===== config.mk =====
export PLATFORM = sky130hd
export DESIGN_NAME = eeprom_host
export DESIGN_NICKNAME = d
export VERILOG_FILES = /design/src/hdl/eeprom_host_pkg.sv /design/src/hdl/pin_sync.sv /design/src/hdl/tick_divider.sv /design/src/hdl/eeprom_host.sv
export SDC_FILE = /design/constraint.sdc
export NUM_CORES = 1
export LEC_CHECK = 0
export ABC_CLOCK_PERIOD_IN_PS = 2640
export BUFFER_PORTS_ARGS = -buffer_cell sky130_fd_sc_hd__buf_4
export CAP_MARGIN = 20
export CORE_MARGIN = 2
export CORE_UTILIZATION = 38
export DETAILED_ROUTE_END_ITERATION = 7
export PLACE_DENSITY_LB_ADDON = 0.05
export SLEW_MARGIN = 5
export SYNTH_ARGS = -nofsm -noshare
export SYNTH_HDL_FRONTEND = slang
export SYNTH_SLANG_ARGS = --single-unit

===== constraint.sdc =====
create_clock -name i_clk -period 2.64 [get_ports i_clk]
set_input_delay 0.528 -clock i_clk [delete_from_list [all_inputs] [get_ports i_clk]]
set_output_delay 0.528 -clock i_clk [all_outputs]
set_load 0.01 [all_outputs]

===== src/hdl/eeprom_host_pkg.sv =====
// Constants shared by the two-wire memory host controller.
// Assumes a 125 MHz system clock and a bus target of the 256-byte write path kind.
package eeprom_host_pkg;

  // System clock
  localparam int CLK_PERIOD_NS = 8;

  // Bus timing: one bit is four quarters, 10 us per bit (100 kHz)
  localparam int QUARTER_NS     = 2500;
  localparam int QUARTER_CYCLES = (QUARTER_NS + CLK_PERIOD_NS - 1) / CLK_PERIOD_NS;

  // Self-timed nonvolatile write, longest time
  localparam int NONVOLATILE_WRITE_TIME_MS = 5;
  localparam int NONVOLATILE_WRITE_CYCLES  =
    (NONVOLATILE_WRITE_TIME_MS * 1000000) / CLK_PERIOD_NS;

  // Device address word fields
  localparam logic [3:0] CODE_MEMORY  = 4'ha;
  localparam logic [3:0] CODE_PROTECT = 4'h6;
  localparam logic       RW_WRITE     = 1'b0;
  localparam logic       RW_READ      = 1'b1;

  // Word and page layout, recovery clock count
  localparam int BYTE_BITS      = 8;
  localparam int PAGE_BYTES     = 16;
  localparam int RECOVER_CLOCKS = 9;

  // Command codes on the user port
  localparam logic [1:0] CMD_WRITE   = 2'h0;
  localparam logic [1:0] CMD_PROTECT = 2'h1;
  localparam logic [1:0] CMD_POLL    = 2'h2;
  localparam logic [1:0] CMD_RECOVER = 2'h3;

endpackage


===== src/hdl/pin_sync.sv =====
// Three-stage synchroniser for one bus pin.
// Assumes the pin idles high, as a pulled-up open-drain line does.
`timescale 1ns/1ps
`default_nettype none
module pin_sync (
  // Clock and reset
  input  wire logic i_clk,
  input  wire logic i_srst,
  // Pin and clean level
  input  wire logic i_pin,
  output logic      o_level
);

  logic s1_ff, s2_ff, s3_ff, level_ff;
  logic nxt_level;

  // Level moves only once the last two stages agree
  always_comb begin
    nxt_level = level_ff;
    if (s2_ff == s3_ff) begin
      nxt_level = s3_ff;
    end
  end

  always_ff @(posedge i_clk) begin
    if (i_srst) begin
      s1_ff    <= 1'b1;
      s2_ff    <= 1'b1;
      s3_ff    <= 1'b1;
      level_ff <= 1'b1;
    end else begin
      s1_ff    <= i_pin;
      s2_ff    <= s1_ff;
      s3_ff    <= s2_ff;
      level_ff <= nxt_level;
    end
  end

  assign o_level = level_ff;

endmodule // pin_sync
`default_nettype wire


===== src/hdl/tick_divider.sv =====
// Divider giving a one-cycle enable pulse every DIV clock cycles.
// Assumes DIV is at least 2.
`timescale 1ns/1ps
`default_nettype none
module tick_divider #(
  parameter int DIV = 313
) (
  // Clock and reset
  input  wire logic i_clk,
  input  wire logic i_srst,
  // Enable pulse
  output logic      o_tick
);

  localparam int CW = $clog2(DIV);

  logic [CW-1:0] cnt_ff, nxt_cnt;
  logic          tick_ff, nxt_tick;

  always_comb begin
    nxt_cnt  = cnt_ff + CW'(1);
    nxt_tick = 1'b0;
    if (cnt_ff == CW'(DIV - 1)) begin
      nxt_cnt  = '0;
      nxt_tick = 1'b1;
    end
  end

  always_ff @(posedge i_clk) begin
    if (i_srst) begin
      cnt_ff  <= '0;
      tick_ff <= 1'b0;
    end else begin
      cnt_ff  <= nxt_cnt;
      tick_ff <= nxt_tick;
    end
  end

  assign o_tick = tick_ff;

endmodule // tick_divider
`default_nettype wire


===== src/hdl/eeprom_host.sv =====
// Two-wire bus host that writes a 256-byte serial memory: byte and page
// writes, protection register programming, acknowledge polling, bus recovery.
// Assumes open-drain pins with external pull-ups; the bench resolves the wires.
`timescale 1ns/1ps
`default_nettype none
// Operation
// - Start is data falling while clock high; every command but recovery opens with one.
// - Stop is data rising while clock high; it ends every command.
// - Data line changes only while clock low, except start and stop.
// - Recovery: up to nine clocks watching data high, then a start.
// - Address word opens with 1010 for memory, 0110 for protection register.
// - Last address bit: high reads, low writes.
// - Byte write: address word, word address, one data byte, stop.
// - Protected writes are still acknowledged; host still waits full write time.
// - Page write sends up to fifteen further data bytes before stop.
// - Host may poll with start and address word; acknowledge means write done.
module eeprom_host #(
  parameter int QUARTER_CYCLES = eeprom_host_pkg::QUARTER_CYCLES,
  parameter int WRITE_CYCLES   = eeprom_host_pkg::NONVOLATILE_WRITE_CYCLES
) (
  // Clock and reset
  input  wire logic       i_clk,
  input  wire logic       i_srst,
  // Command port
  input  wire logic       i_start,
  input  wire logic [1:0] i_cmd,
  input  wire logic [2:0] i_strap,
  input  wire logic [7:0] i_word_addr,
  input  wire logic [3:0] i_len,
  input  wire logic [7:0] i_data,
  output logic            o_data_take,
  output logic            o_busy,
  output logic            o_done,
  output logic            o_nack,
  // Serial clock pin, open drain
  input  wire logic       i_scl,
  output logic            o_scl_o,
  output logic            o_scl_oe,
  // Serial data pin, open drain
  input  wire logic       i_sda,
  output logic            o_sda_o,
  output logic            o_sda_oe
);

  localparam int WW = $clog2(WRITE_CYCLES + 1);

  typedef enum logic [2:0] {
    ST_IDLE, ST_START, ST_BIT, ST_STOP, ST_FREE, ST_WRWAIT, ST_RECOVER
  } state_type;

  // Device address word from control code, straps and direction
  function automatic logic [7:0] addr_word(input logic [3:0] code,
                                           input logic [2:0] strap,
                                           input logic       rw);
    addr_word = {code, strap, rw};
  endfunction

  // Index of the last byte a command sends
  function automatic logic [4:0] last_byte(input logic [1:0] cmd,
                                           input logic [3:0] len);
    case (cmd)
      eeprom_host_pkg::CMD_POLL:    last_byte = 5'h00;
      eeprom_host_pkg::CMD_PROTECT: last_byte = 5'h02;
      default:                      last_byte = 5'h02 + {1'b0, len};
    endcase
  endfunction

  logic tick, scl_s, sda_s;

  tick_divider #(
    .DIV (QUARTER_CYCLES)
  ) u_quarter (
    .i_clk  (i_clk),
    .i_srst (i_srst),
    .o_tick (tick)
  );

  pin_sync u_scl_sync (
    .i_clk   (i_clk),
    .i_srst  (i_srst),
    .i_pin   (i_scl),
    .o_level (scl_s)
  );

  pin_sync u_sda_sync (
    .i_clk   (i_clk),
    .i_srst  (i_srst),
    .i_pin   (i_sda),
    .o_level (sda_s)
  );

  state_type      state_ff, nxt_state;
  logic [1:0]     q_ff, nxt_q;
  logic [3:0]     cnt_ff, nxt_cnt;
  logic [4:0]     byte_ff, nxt_byte;
  logic [7:0]     shift_ff, nxt_shift;
  logic [1:0]     cmd_ff, nxt_cmd;
  logic [7:0]     waddr_ff, nxt_waddr;
  logic [3:0]     len_ff, nxt_len;
  logic           wrote_ff, nxt_wrote;
  logic           scl_oe_ff, nxt_scl_oe;
  logic           sda_oe_ff, nxt_sda_oe;
  logic           take_ff, nxt_take;
  logic           busy_ff, nxt_busy;
  logic           done_ff, nxt_done;
  logic           nack_ff, nxt_nack;
  logic [WW-1:0]  wait_ff, nxt_wait;
  logic           low_ff;

  always_comb begin
    nxt_state  = state_ff;
    nxt_q      = q_ff;
    nxt_cnt    = cnt_ff;
    nxt_byte   = byte_ff;
    nxt_shift  = shift_ff;
    nxt_cmd    = cmd_ff;
    nxt_waddr  = waddr_ff;
    nxt_len    = len_ff;
    nxt_wrote  = wrote_ff;
    nxt_scl_oe = scl_oe_ff;
    nxt_sda_oe = sda_oe_ff;
    nxt_take   = 1'b0;
    nxt_busy   = busy_ff;
    nxt_done   = 1'b0;
    nxt_nack   = nack_ff;
    nxt_wait   = wait_ff;
    case (state_ff)
      ST_IDLE: begin
        nxt_scl_oe = 1'b0;
        nxt_sda_oe = 1'b0;
        if (i_start) begin
          nxt_cmd   = i_cmd;
          nxt_waddr = i_word_addr;
          nxt_len   = i_len;
          nxt_wrote = 1'b0;
          nxt_nack  = 1'b0;
          nxt_busy  = 1'b1;
          nxt_byte  = '0;
          nxt_cnt   = '0;
          nxt_q     = '0;
          nxt_shift = addr_word((i_cmd == eeprom_host_pkg::CMD_PROTECT) ?
                                eeprom_host_pkg::CODE_PROTECT :
                                eeprom_host_pkg::CODE_MEMORY,
                                i_strap, eeprom_host_pkg::RW_WRITE);
          nxt_state = (i_cmd == eeprom_host_pkg::CMD_RECOVER) ? ST_RECOVER : ST_START;
        end
      end
      ST_START: begin
        if (tick) begin
          nxt_q = q_ff + 2'h1;
          case (q_ff)
            2'h0: begin
              nxt_sda_oe = 1'b0;
              nxt_scl_oe = 1'b0;
            end
            2'h2: nxt_sda_oe = 1'b1;
            2'h3: begin
              // Clock held low by a stretching target delays the bit or stop that follows the start
              if (!scl_s) begin
                nxt_q = q_ff;
              end else if (cmd_ff == eeprom_host_pkg::CMD_RECOVER) begin
                nxt_state = ST_STOP;
              end else begin
                nxt_state = ST_BIT;
              end
            end
            default: ;
          endcase
        end
      end
      ST_BIT: begin
        if (tick) begin
          nxt_q = q_ff + 2'h1;
          case (q_ff)
            2'h0: begin
              nxt_scl_oe = 1'b1;
              // Ninth clock left free for the target's acknowledge
              nxt_sda_oe = (cnt_ff == 4'h8) ? 1'b0 : ~shift_ff[7];
            end
            2'h2: nxt_scl_oe = 1'b0;
            2'h3: begin
              if (!scl_s) begin
                nxt_q = q_ff;
              end else if (cnt_ff != 4'h8) begin
                nxt_cnt   = cnt_ff + 4'h1;
                nxt_shift = {shift_ff[6:0], 1'b0};
              end else begin
                nxt_cnt = '0;
                if (sda_s) begin
                  nxt_nack  = 1'b1;
                  nxt_state = ST_STOP;
                end else begin
                  if (byte_ff >= 5'h02) begin
                    nxt_wrote = 1'b1;
                  end
                  if (byte_ff == last_byte(cmd_ff, len_ff)) begin
                    nxt_state = ST_STOP;
                  end else begin
                    nxt_byte = byte_ff + 5'h01;
                    if (byte_ff == 5'h00) begin
                      nxt_shift = waddr_ff;
                    end else begin
                      nxt_shift = i_data;
                      nxt_take  = 1'b1;
                    end
                  end
                end
              end
            end
            default: ;
          endcase
        end
      end
      ST_STOP: begin
        if (tick) begin
          nxt_q = q_ff + 2'h1;
          case (q_ff)
            2'h0: begin
              nxt_scl_oe = 1'b1;
              nxt_sda_oe = 1'b1;
            end
            2'h2: nxt_scl_oe = 1'b0;
            2'h3: begin
              if (!scl_s) begin
                nxt_q = q_ff;
              end else begin
                nxt_state = ST_FREE;
              end
            end
            default: ;
          endcase
        end
      end
      ST_FREE: begin
        if (tick) begin
          nxt_q = q_ff + 2'h1;
          if (q_ff == 2'h0) begin
            nxt_sda_oe = 1'b0;
          end
          // Three quarters of idle bus before the next start
          if (q_ff == 2'h3) begin
            nxt_wait = '0;
            if (wrote_ff) begin
              nxt_state = ST_WRWAIT;
            end else begin
              nxt_state = ST_IDLE;
              nxt_busy  = 1'b0;
              nxt_done  = 1'b1;
            end
          end
        end
      end
      ST_WRWAIT: begin
        // Full time even for a protected write, which looks identical
        nxt_wait = wait_ff + WW'(1);
        if (wait_ff == WW'(WRITE_CYCLES - 1)) begin
          nxt_state = ST_IDLE;
          nxt_busy  = 1'b0;
          nxt_done  = 1'b1;
        end
      end
      ST_RECOVER: begin
        if (tick) begin
          nxt_q = q_ff + 2'h1;
          case (q_ff)
            2'h0: begin
              nxt_scl_oe = 1'b1;
              nxt_sda_oe = 1'b0;
            end
            2'h2: nxt_scl_oe = 1'b0;
            2'h3: begin
              if (!scl_s) begin
                nxt_q = q_ff;
              end else if (sda_s) begin
                nxt_state = ST_START;
              end else if (cnt_ff == 4'(eeprom_host_pkg::RECOVER_CLOCKS - 1)) begin
                // Data still held low: report it and try a stop anyway
                nxt_nack  = 1'b1;
                nxt_state = ST_STOP;
              end else begin
                nxt_cnt = cnt_ff + 4'h1;
              end
            end
            default: ;
          endcase
        end
      end
      default: begin
        nxt_state = ST_IDLE;
      end
    endcase
  end

  always_ff @(posedge i_clk) begin
    if (i_srst) begin
      state_ff  <= ST_IDLE;
      q_ff      <= '0;
      cnt_ff    <= '0;
      byte_ff   <= '0;
      shift_ff  <= '0;
      cmd_ff    <= eeprom_host_pkg::CMD_WRITE;
      waddr_ff  <= '0;
      len_ff    <= '0;
      wrote_ff  <= 1'b0;
      scl_oe_ff <= 1'b0;
      sda_oe_ff <= 1'b0;
      take_ff   <= 1'b0;
      busy_ff   <= 1'b0;
      done_ff   <= 1'b0;
      nack_ff   <= 1'b0;
      wait_ff   <= '0;
      low_ff    <= 1'b0;
    end else begin
      state_ff  <= nxt_state;
      q_ff      <= nxt_q;
      cnt_ff    <= nxt_cnt;
      byte_ff   <= nxt_byte;
      shift_ff  <= nxt_shift;
      cmd_ff    <= nxt_cmd;
      waddr_ff  <= nxt_waddr;
      len_ff    <= nxt_len;
      wrote_ff  <= nxt_wrote;
      scl_oe_ff <= nxt_scl_oe;
      sda_oe_ff <= nxt_sda_oe;
      take_ff   <= nxt_take;
      busy_ff   <= nxt_busy;
      done_ff   <= nxt_done;
      nack_ff   <= nxt_nack;
      wait_ff   <= nxt_wait;
      low_ff    <= 1'b0;
    end
  end

  // Open drain: only ever pull low
  assign o_scl_o     = low_ff;
  assign o_sda_o     = low_ff;
  assign o_scl_oe    = scl_oe_ff;
  assign o_sda_oe    = sda_oe_ff;
  assign o_data_take = take_ff;
  assign o_busy      = busy_ff;
  assign o_done      = done_ff;
  assign o_nack      = nack_ff;

endmodule // eeprom_host
`default_nettype wire


==> reports/summary.log, run 1 <==
[die] initial core utilization 38.64%
[drt] length of the first detailed-routing pass in iterations 6
[global_route] initial antenna violation count 0
[cells_and_area] ratio of cells with drive above 1 in the final layout 15.88%
[timing] unrepaired setup endpoints after global routing no
[global_route] vias in the first global route 3571
[drt] wirelength, routed 9.952 mm
[timing] Max Clock Freq 396.5 MHz
[cts] TritonCTS Sinks 81
[die] overall die height 108.5 um
[timing] hold slack 0.3396 ns
[timing] worst-case clock skew 0.01547 ns
[yosys] Yosys Warn Count 0
[timing] final setup violating endpoints 0
[timing] fin crit share 95.53%
[cts] clock input transition at the sequential cells of the worst setup and hold paths 0.09 ns
[cts] Skew-Pair Late Insertion Delay 0.36 ns
[timing] actual transition at the worst max-transition pin 0.6044 ns
[drt] post-DR vias/cell 5.298
[worst_hold_path] worst hold start i_scl
[pwr] post-layout total power 3.688 mW
[worst_setup_path] category of the most critical setup path reg -> reg
[timing] worst relative slew slack 59.65%
[global_route] pin count of the biggest net entering global routing 30
[worst_setup_path] CP Launch Type flip-flop
[drt] residual DRC count 0
[timing] number of endpoints with negative hold slack in the final report 0
[drt] Iteration-0 DRC Markers 216
[pwr] Max IR drop VDD 0.2887 mV
[placed_design] Cell Count Post-Placement 678
[run_status] status finished, final reports clean
[cts] total clock buffers created by CTS 9
[worst_setup_path] largest fanout on the critical path 12
[worst_setup_path] critical path launch point cmd_ff[1]
[cts] deepest level of the CTS H-tree 3
[yosys] main flop type after synthesis sky130_fd_sc_hd__dfxtp_1
[die] core outline area 10750 um^2
[worst_setup_path] Crit path required time 2.89 ns
[pwr] leakage power figure 1.825 nW
[pwr] power per unit of standard cell area 769.1 nW/um^2
[cts] clock tree buffer depth 2
[yosys] instance count of the mapped netlist 512
[cells_and_area] Area growth syn-to-layout 15.52%
[yosys] Post-synth ARST share 0%
[cells_and_area] number of antenna cells inserted 0
[job] MaxCap Viol Count 0
[yosys] number of enable flip-flop cells after synthesis 0
[worst_hold_path] Hold Path Class in -> reg
[timing] final setup slack of the worst path 0.1180 ns
[yosys] library cells used by synthesis 63
[cells_and_area] post-route insts no fill 694
[yosys] fraction of the yosys area taken by sequential cells 39.06%
[global_route] total gr overflow 0
[placed_design] final HPWL from detailed placement 7.010 mm
[die] floorplan die area 11780 um^2
[yosys] post-synthesis area per instance 8.108 um^2
[timing] time the worst path needs with I/O delays and setup 2.522 ns
[cts] TritonCTS clock tree done
[worst_setup_path] Critical Path End Type flip-flop
[placed_design] worst slack after detailed placement 0.1182 ns
[placed_design] final estimated routing congestion in global placement 0.8220
[timing] setup tns final 0 ns
[drt] via count 3677
[die] Rows 38
[die] IO Pins 38
[die] Horiz. Die Dim 108.5 um
[worst_setup_path] critical register-to-register path startpoint cmd_ff[1]
[timing] Final Max Slew Viols 0
[drt] post-DR wirelength/cell 14.34 um
[worst_setup_path] data arrival time at the worst-slack endpoint 2.77 ns
[yosys] cell area after synthesis 4151 um^2
[cts] count of instances resized after the clock tree is built 0
[global_route] overall routing resource usage 18.10%
[placed_design] number of input and output port buffers inserted 35
[cts] Root Driver sky130_fd_sc_hd__clkbuf_8
[global_route] first-pass GRT wire length 17.11 mm
[cells_and_area] total number of nets in the final design 593
[cts] number of buffers added for setup after CTS 0
[drt] number of nets with antenna violations after detailed routing 0
[cts] hold buffer count at CTS 0
[yosys] number of synthesized register bits 81
==> final timing paths <==
path,endpoint,slack [ns],depth (start not counted)
max reg2reg,shift_ff[5],0.12,8
min reg2reg,u_sda_sync.s2_ff,0.42,1
min,u_scl_sync.s1_ff,0.34,2
max,shift_ff[5],0.12,8
==> per-stage QoR <==
step,util (%),cell area (um^2)
after floorplan,-,4155
after global placement,42.97,4617
after detailed placement,42.97,4617
after CTS,44.62,4795
after global routing,44.63,4796
final,44.63,4796
==> registers in the layout (all words and copies together), names as in the netlist, 2 cells and up <==
register / flops
q_ff: 2
cmd_ff: 2
u_quarter.cnt_ff: 9
waddr_ff: 8
wait_ff: 20
cnt_ff: 4
byte_ff: 5
len_ff: 4
state_ff: 3
shift_ff: 8
==> logic make-up (layout without fill, tap and decap cells) <==
| family | Yosys count | after routing | share of synthesized area (%) |
|---|---|---|---|
| adder cells (fa/ha/maj) | 14 | 14 | 4.219 |
| buffers and inverters | 44 | 85 | 4.400 |
| multiplexers | 11 | 11 | 2.713 |
| AO/OA/AOI/OAI | 135 | 135 | 19.62 |
| XOR/XNOR | 20 | 20 | 4.219 |
| AND/OR/NAND/NOR | 206 | 206 | 25.68 |
| flip-flops | 81 | 81 | 39.06 |
| other | 1 | 2 | 0.09033 |
==> power by group <==
part           internal (mW)  switching (mW)  leakage, nW
Combinational          0.558           0.748         1.08
Sequential              1.39           0.150        0.659
Clock                  0.352           0.494       0.0835
Total                   2.30            1.39         1.83
==> Yosys cell counts, drive strengths merged, types with 9 or more instances <==
master	number	area, um^2
dfxtp	81	1622
a21oi	62	310.3
nand2	57	214.0
nor2	44	167.7
o21ai	28	140.1
clkbuf	21	78.83
nand3	18	90.09
inv	15	56.30
nor3	15	80.08
ha	14	175.2
xor2	12	105.1
or3	10	62.56
mux2i	9	90.09
or2	9	56.31
==> placed cells by master (no fill, tap or decap), types with 12 or more instances in the layout <==
master and instances:
sky130_fd_sc_hd__a21oi_1 62, sky130_fd_sc_hd__nand2_1 57, sky130_fd_sc_hd__nor3_1 14, sky130_fd_sc_hd__buf_4 53, sky130_fd_sc_hd__inv_1 15, sky130_fd_sc_hd__dfxtp_1 80
sky130_fd_sc_hd__xor2_1 12, sky130_fd_sc_hd__ha_1 14, sky130_fd_sc_hd__nand3_1 18, sky130_fd_sc_hd__nor2_1 43, sky130_fd_sc_hd__o21ai_0 28
==> routing by layer <==
layer | part of all wire, % | vias up | GRT usage (%)
met2 | 44 | 48 | 28.48
met3 | 2.9 | 10 | 3.134
li1 | - | 1898 | -
met4 | 1.3 | 0 | 5.311
met1 | 52 | 1721 | 25.32
met5 | 0 | - | 0
==> worst max-delay path: stages (launching register included) <==
cell,delay [ns]
sky130_fd_sc_hd__dfxtp_2,0.35
sky130_fd_sc_hd__inv_1,0.04
sky130_fd_sc_hd__ha_1,0.28
sky130_fd_sc_hd__or2_0,0.25
sky130_fd_sc_hd__and3_1,0.20
sky130_fd_sc_hd__o221a_1,0.29
sky130_fd_sc_hd__and2_4,0.21
sky130_fd_sc_hd__or4b_1,0.53
sky130_fd_sc_hd__o221a_2,0.26
==> area by class of cell <==
type | count | area, um^2
flip-flops and latches | 81 | 1623
inverters | 16 | 60.06
repair buffers | 53 | 397.9
well taps | 140 | 175.2
multi-input cells | 388 | 2362
fillers | 1099 | 5949
clock buffers | 10 | 127.6
clock inverters | 6 | 50.05
No activity file was read; power rests on OpenSTA's default activity.
==> inputs of run 2 (changes only) <==
--- a/config.mk
+++ b/config.mk
@@ -5,12 +5,13 @@
 export SDC_FILE = /design/constraint.sdc
 export NUM_CORES = 1
 export LEC_CHECK = 0
-export ABC_CLOCK_PERIOD_IN_PS = 2640
+export ABC_CLOCK_PERIOD_IN_PS = 2600
 export BUFFER_PORTS_ARGS = -buffer_cell sky130_fd_sc_hd__buf_4
 export CAP_MARGIN = 20
 export CORE_MARGIN = 2
 export CORE_UTILIZATION = 38
 export DETAILED_ROUTE_END_ITERATION = 7
+export MAX_ROUTING_LAYER = met4
 export PLACE_DENSITY_LB_ADDON = 0.05
 export SLEW_MARGIN = 5
 export SYNTH_ARGS = -nofsm -noshare
==> constraint.sdc (replaced) <==
create_clock -name i_clk -period 2.6 [get_ports i_clk]
set_input_delay 0.52 -clock i_clk [delete_from_list [all_inputs] [get_ports i_clk]]
set_output_delay 0.52 -clock i_clk [all_outputs]
set_load 0.01 [all_outputs]
==> run 2 against run 1 <==
Effect of this change: final cell count rose by 0.14%; hold slack improved by 0.0070 ns; non-clock buffer count rose by 2; maximum frequency rose by 1.9%; clock skew fell by 0.0067 ns; sequential cell count did not move; clock power rose by 26%; clock-buffer cell count rose by 3; global-route usage rose by 0.97 points; sequential power barely moved; critical path depth did not move; cell area rose by 1.4%; largest power group unchanged.
==> reports/summary.log, run 2 (synthesis results as in run 1) <==
[worst_setup_path] largest fanout on the critical path 5
[cts] Root Driver sky130_fd_sc_hd__clkbuf_8
[global_route] met3 usage 3.617%
[global_route] most used routing layer in global routing met2
[timing] worst-case clock skew 0.008775 ns
[die] overall die height 108.5 um
[die] Horiz. Die Dim 108.5 um
[timing] setup tns final 0 ns
[worst_setup_path] critical register-to-register path startpoint cmd_ff[1]
[timing] fin crit share 95.20%
[pwr] total net switching power 1.369 mW
[cts] TritonCTS clock tree done
[die] core outline area 10750 um^2
[worst_setup_path] capture point of the worst reg-to-reg path shift_ff[5]
[global_route] vias in the first global route 3483
[cts] TritonCTS Sinks 81
[worst_setup_path] CP Launch Type flip-flop
[pwr] leakage power figure 1.868 nW
[placed_design] final HPWL from detailed placement 7.129 mm
[drt] number of nets with antenna violations after detailed routing 0
[drt] length of the first detailed-routing pass in iterations 4
[global_route] initial antenna violation count 0
[timing] number of endpoints with negative hold slack in the final report 0
[cells_and_area] leading cell types in the layout, fill and taps excluded sky130_fd_sc_hd__dfxtp_1 (80), sky130_fd_sc_hd__a21oi_1 (62), sky130_fd_sc_hd__nand2_1 (57)
[die] initial core utilization 38.64%
[global_route] pin count of the biggest net entering global routing 30
[timing] actual transition at the worst max-transition pin 0.6016 ns
[worst_setup_path] category of the most critical setup path reg -> reg
[global_route] first-pass GRT wire length 17.24 mm
[worst_hold_path] Hold Path Class in -> reg
[worst_setup_path] critical path launch point cmd_ff[1]
[cells_and_area] ratio of cells with drive above 1 in the final layout 16.04%
[cts] Skew-Pair Late Insertion Delay 0.35 ns
[worst_setup_path] length in cells of the worst reg-to-reg path 8
[run_status] status finished, final reports clean
[cts] clock input transition at the sequential cells of the worst setup and hold paths 0.08 ns
[global_route] total gr overflow 0
[timing] hold slack 0.3466 ns
[cells_and_area] max reg flops 20
[timing] Final Max Slew Viols 0
[cells_and_area] Area growth syn-to-layout 17.12%
[cells_and_area] biggest regs wait_ff x20, u_quarter.cnt_ff x9
[worst_setup_path] Crit path required time 2.85 ns
[drt] post-DR vias/cell 5.305
[timing] unrepaired setup endpoints after global routing no
[worst_setup_path] CP endpoint shift_ff[5]
[worst_setup_path] flop2flop setup slack 0.12 ns
[timing] final setup violating endpoints 0
[global_route] met1 Track Usage GR 26.27%
[cells_and_area] Reg with most FFs wait_ff
[cells_and_area] number of antenna cells inserted 0
[worst_setup_path] data arrival time at the worst-slack endpoint 2.72 ns
[cts] hold buffer count at CTS 0
[placed_design] number of input and output port buffers inserted 35
[timing] worst relative slew slack 59.89%
[drt] Iteration-0 DRC Markers 239
[cts] clock tree buffer depth 2
[cts] total clock buffers created by CTS 9
[pwr] Max IR drop VDD 0.2953 mV
[pwr] switching share of power 34.38%
[drt] post-DR wirelength/cell 14.35 um
[die] floorplan die area 11780 um^2
[pwr] part of the power in the clock network 26.8%
[global_route] overall routing resource usage 19.07%
[drt] via count 3687
[pwr] Reg power frac 39.0%
[drt] residual DRC count 0
[worst_setup_path] Critical Path End Type flip-flop
[die] Rows 38
[job] MaxCap Viol Count 0
[cts] deepest level of the CTS H-tree 3
[die] IO Pins 38
[cells_and_area] most common cell after layout, fill and taps aside sky130_fd_sc_hd__dfxtp_1
[pwr] Logic pwr share 34.2%
[placed_design] final estimated routing congestion in global placement 0.8240
[drt] wirelength, routed 9.975 mm
[cells_and_area] total number of nets in the final design 595
[timing] time the worst path needs with I/O delays and setup 2.475 ns
[pwr] power per unit of standard cell area 819.1 nW/um^2
[timing] Max Clock Freq 404.0 MHz
[global_route] met2 Resource Use GR 28.26%
[pwr] cell-internal power 2.613 mW
## run 2: cell types whose count changed in the layout (fill, tap and decap cells not counted), sizes merged
cell      change
bufinv        +2
inv           -2
clkinv        -2
clkinvlp      -2
buf           +2
clkbuf        +3
## run 2: power groups by stage
stage	Sequential [mW]	Combinational (mW)	Clock, mW
after global placement	1.58	1.35	0
after CTS	1.55	1.37	1.11
final	1.55	1.36	1.07
after global routing	1.58	1.54	1.16
after floorplan	1.53	0.993	0
after detailed placement	1.58	1.37	0
## run 2: critical path, cell delays in order, from the launching register on
cell and delay [ns]:
sky130_fd_sc_hd__dfxtp_2 0.35, sky130_fd_sc_hd__inv_1 0.04, sky130_fd_sc_hd__ha_1 0.27, sky130_fd_sc_hd__or2_0 0.24
sky130_fd_sc_hd__and3_1 0.19, sky130_fd_sc_hd__o221a_1 0.28, sky130_fd_sc_hd__and2_4 0.18, sky130_fd_sc_hd__or4b_1 0.54
sky130_fd_sc_hd__o221a_2 0.26
## run 2: how the worst min path moves through the flow
| stage | start | to | slack, ns | depth (start not counted) |
|---|---|---|---|---|
| 2_1_floorplan | u_scl_sync.s1_ff | u_scl_sync.s2_ff | 0.39 | 1 |
| 3_3_place_gp | u_sda_sync.s1_ff | u_sda_sync.s2_ff | 0.39 | 1 |
| 3_5_place_dp | u_sda_sync.s1_ff | u_sda_sync.s2_ff | 0.39 | 1 |
| 4_1_cts | i_scl | u_scl_sync.s1_ff | 0.32 | 2 |
| 5_1_grt | i_sda | u_sda_sync.s1_ff | 0.32 | 2 |
| 6_report | i_scl | u_scl_sync.s1_ff | 0.35 | 2 |
## run 2: metal layers
metal  share of wire (%)  vias to the layer above
li1                    -                     1898
met1                  51                     1732
met2                  44                       48
met3                 3.5                        9
met4                 1.0                        0
met5                   0                        -
## run 2: layout make-up
class	count	area [um^2]
fill	1123	5883
multi-input combinational	388	2362
sequential	81	1623
timing repair buffer	55	412.9
tap	140	175.2
clock buffer	13	168.9
clock inverter	2	60.06
inverter	16	60.06
## run 2: stage by stage
stage | cells | cell area (um^2) | worst slack (ns) | total power, mW | util [%]
floorplan | 513 | 4155 | 0.2015 | 2.525 | -
global placement | 680 | 4632 | 0.1856 | 2.926 | 43.11
detailed placement | 680 | 4632 | 0.1139 | 2.949 | 43.11
CTS | 695 | 4861 | 0.08126 | 4.037 | 45.24
global route | 695 | 4862 | 0.01542 | 4.286 | 45.25
finish | 695 | 4862 | 0.1247 | 3.982 | 45.25
## run 2: what timing repair did
action                                  4_1_cts  5_1_grt
endpoints found under the setup margin        0        1
setup buffers                                 0        0
resized for setup                             0        1
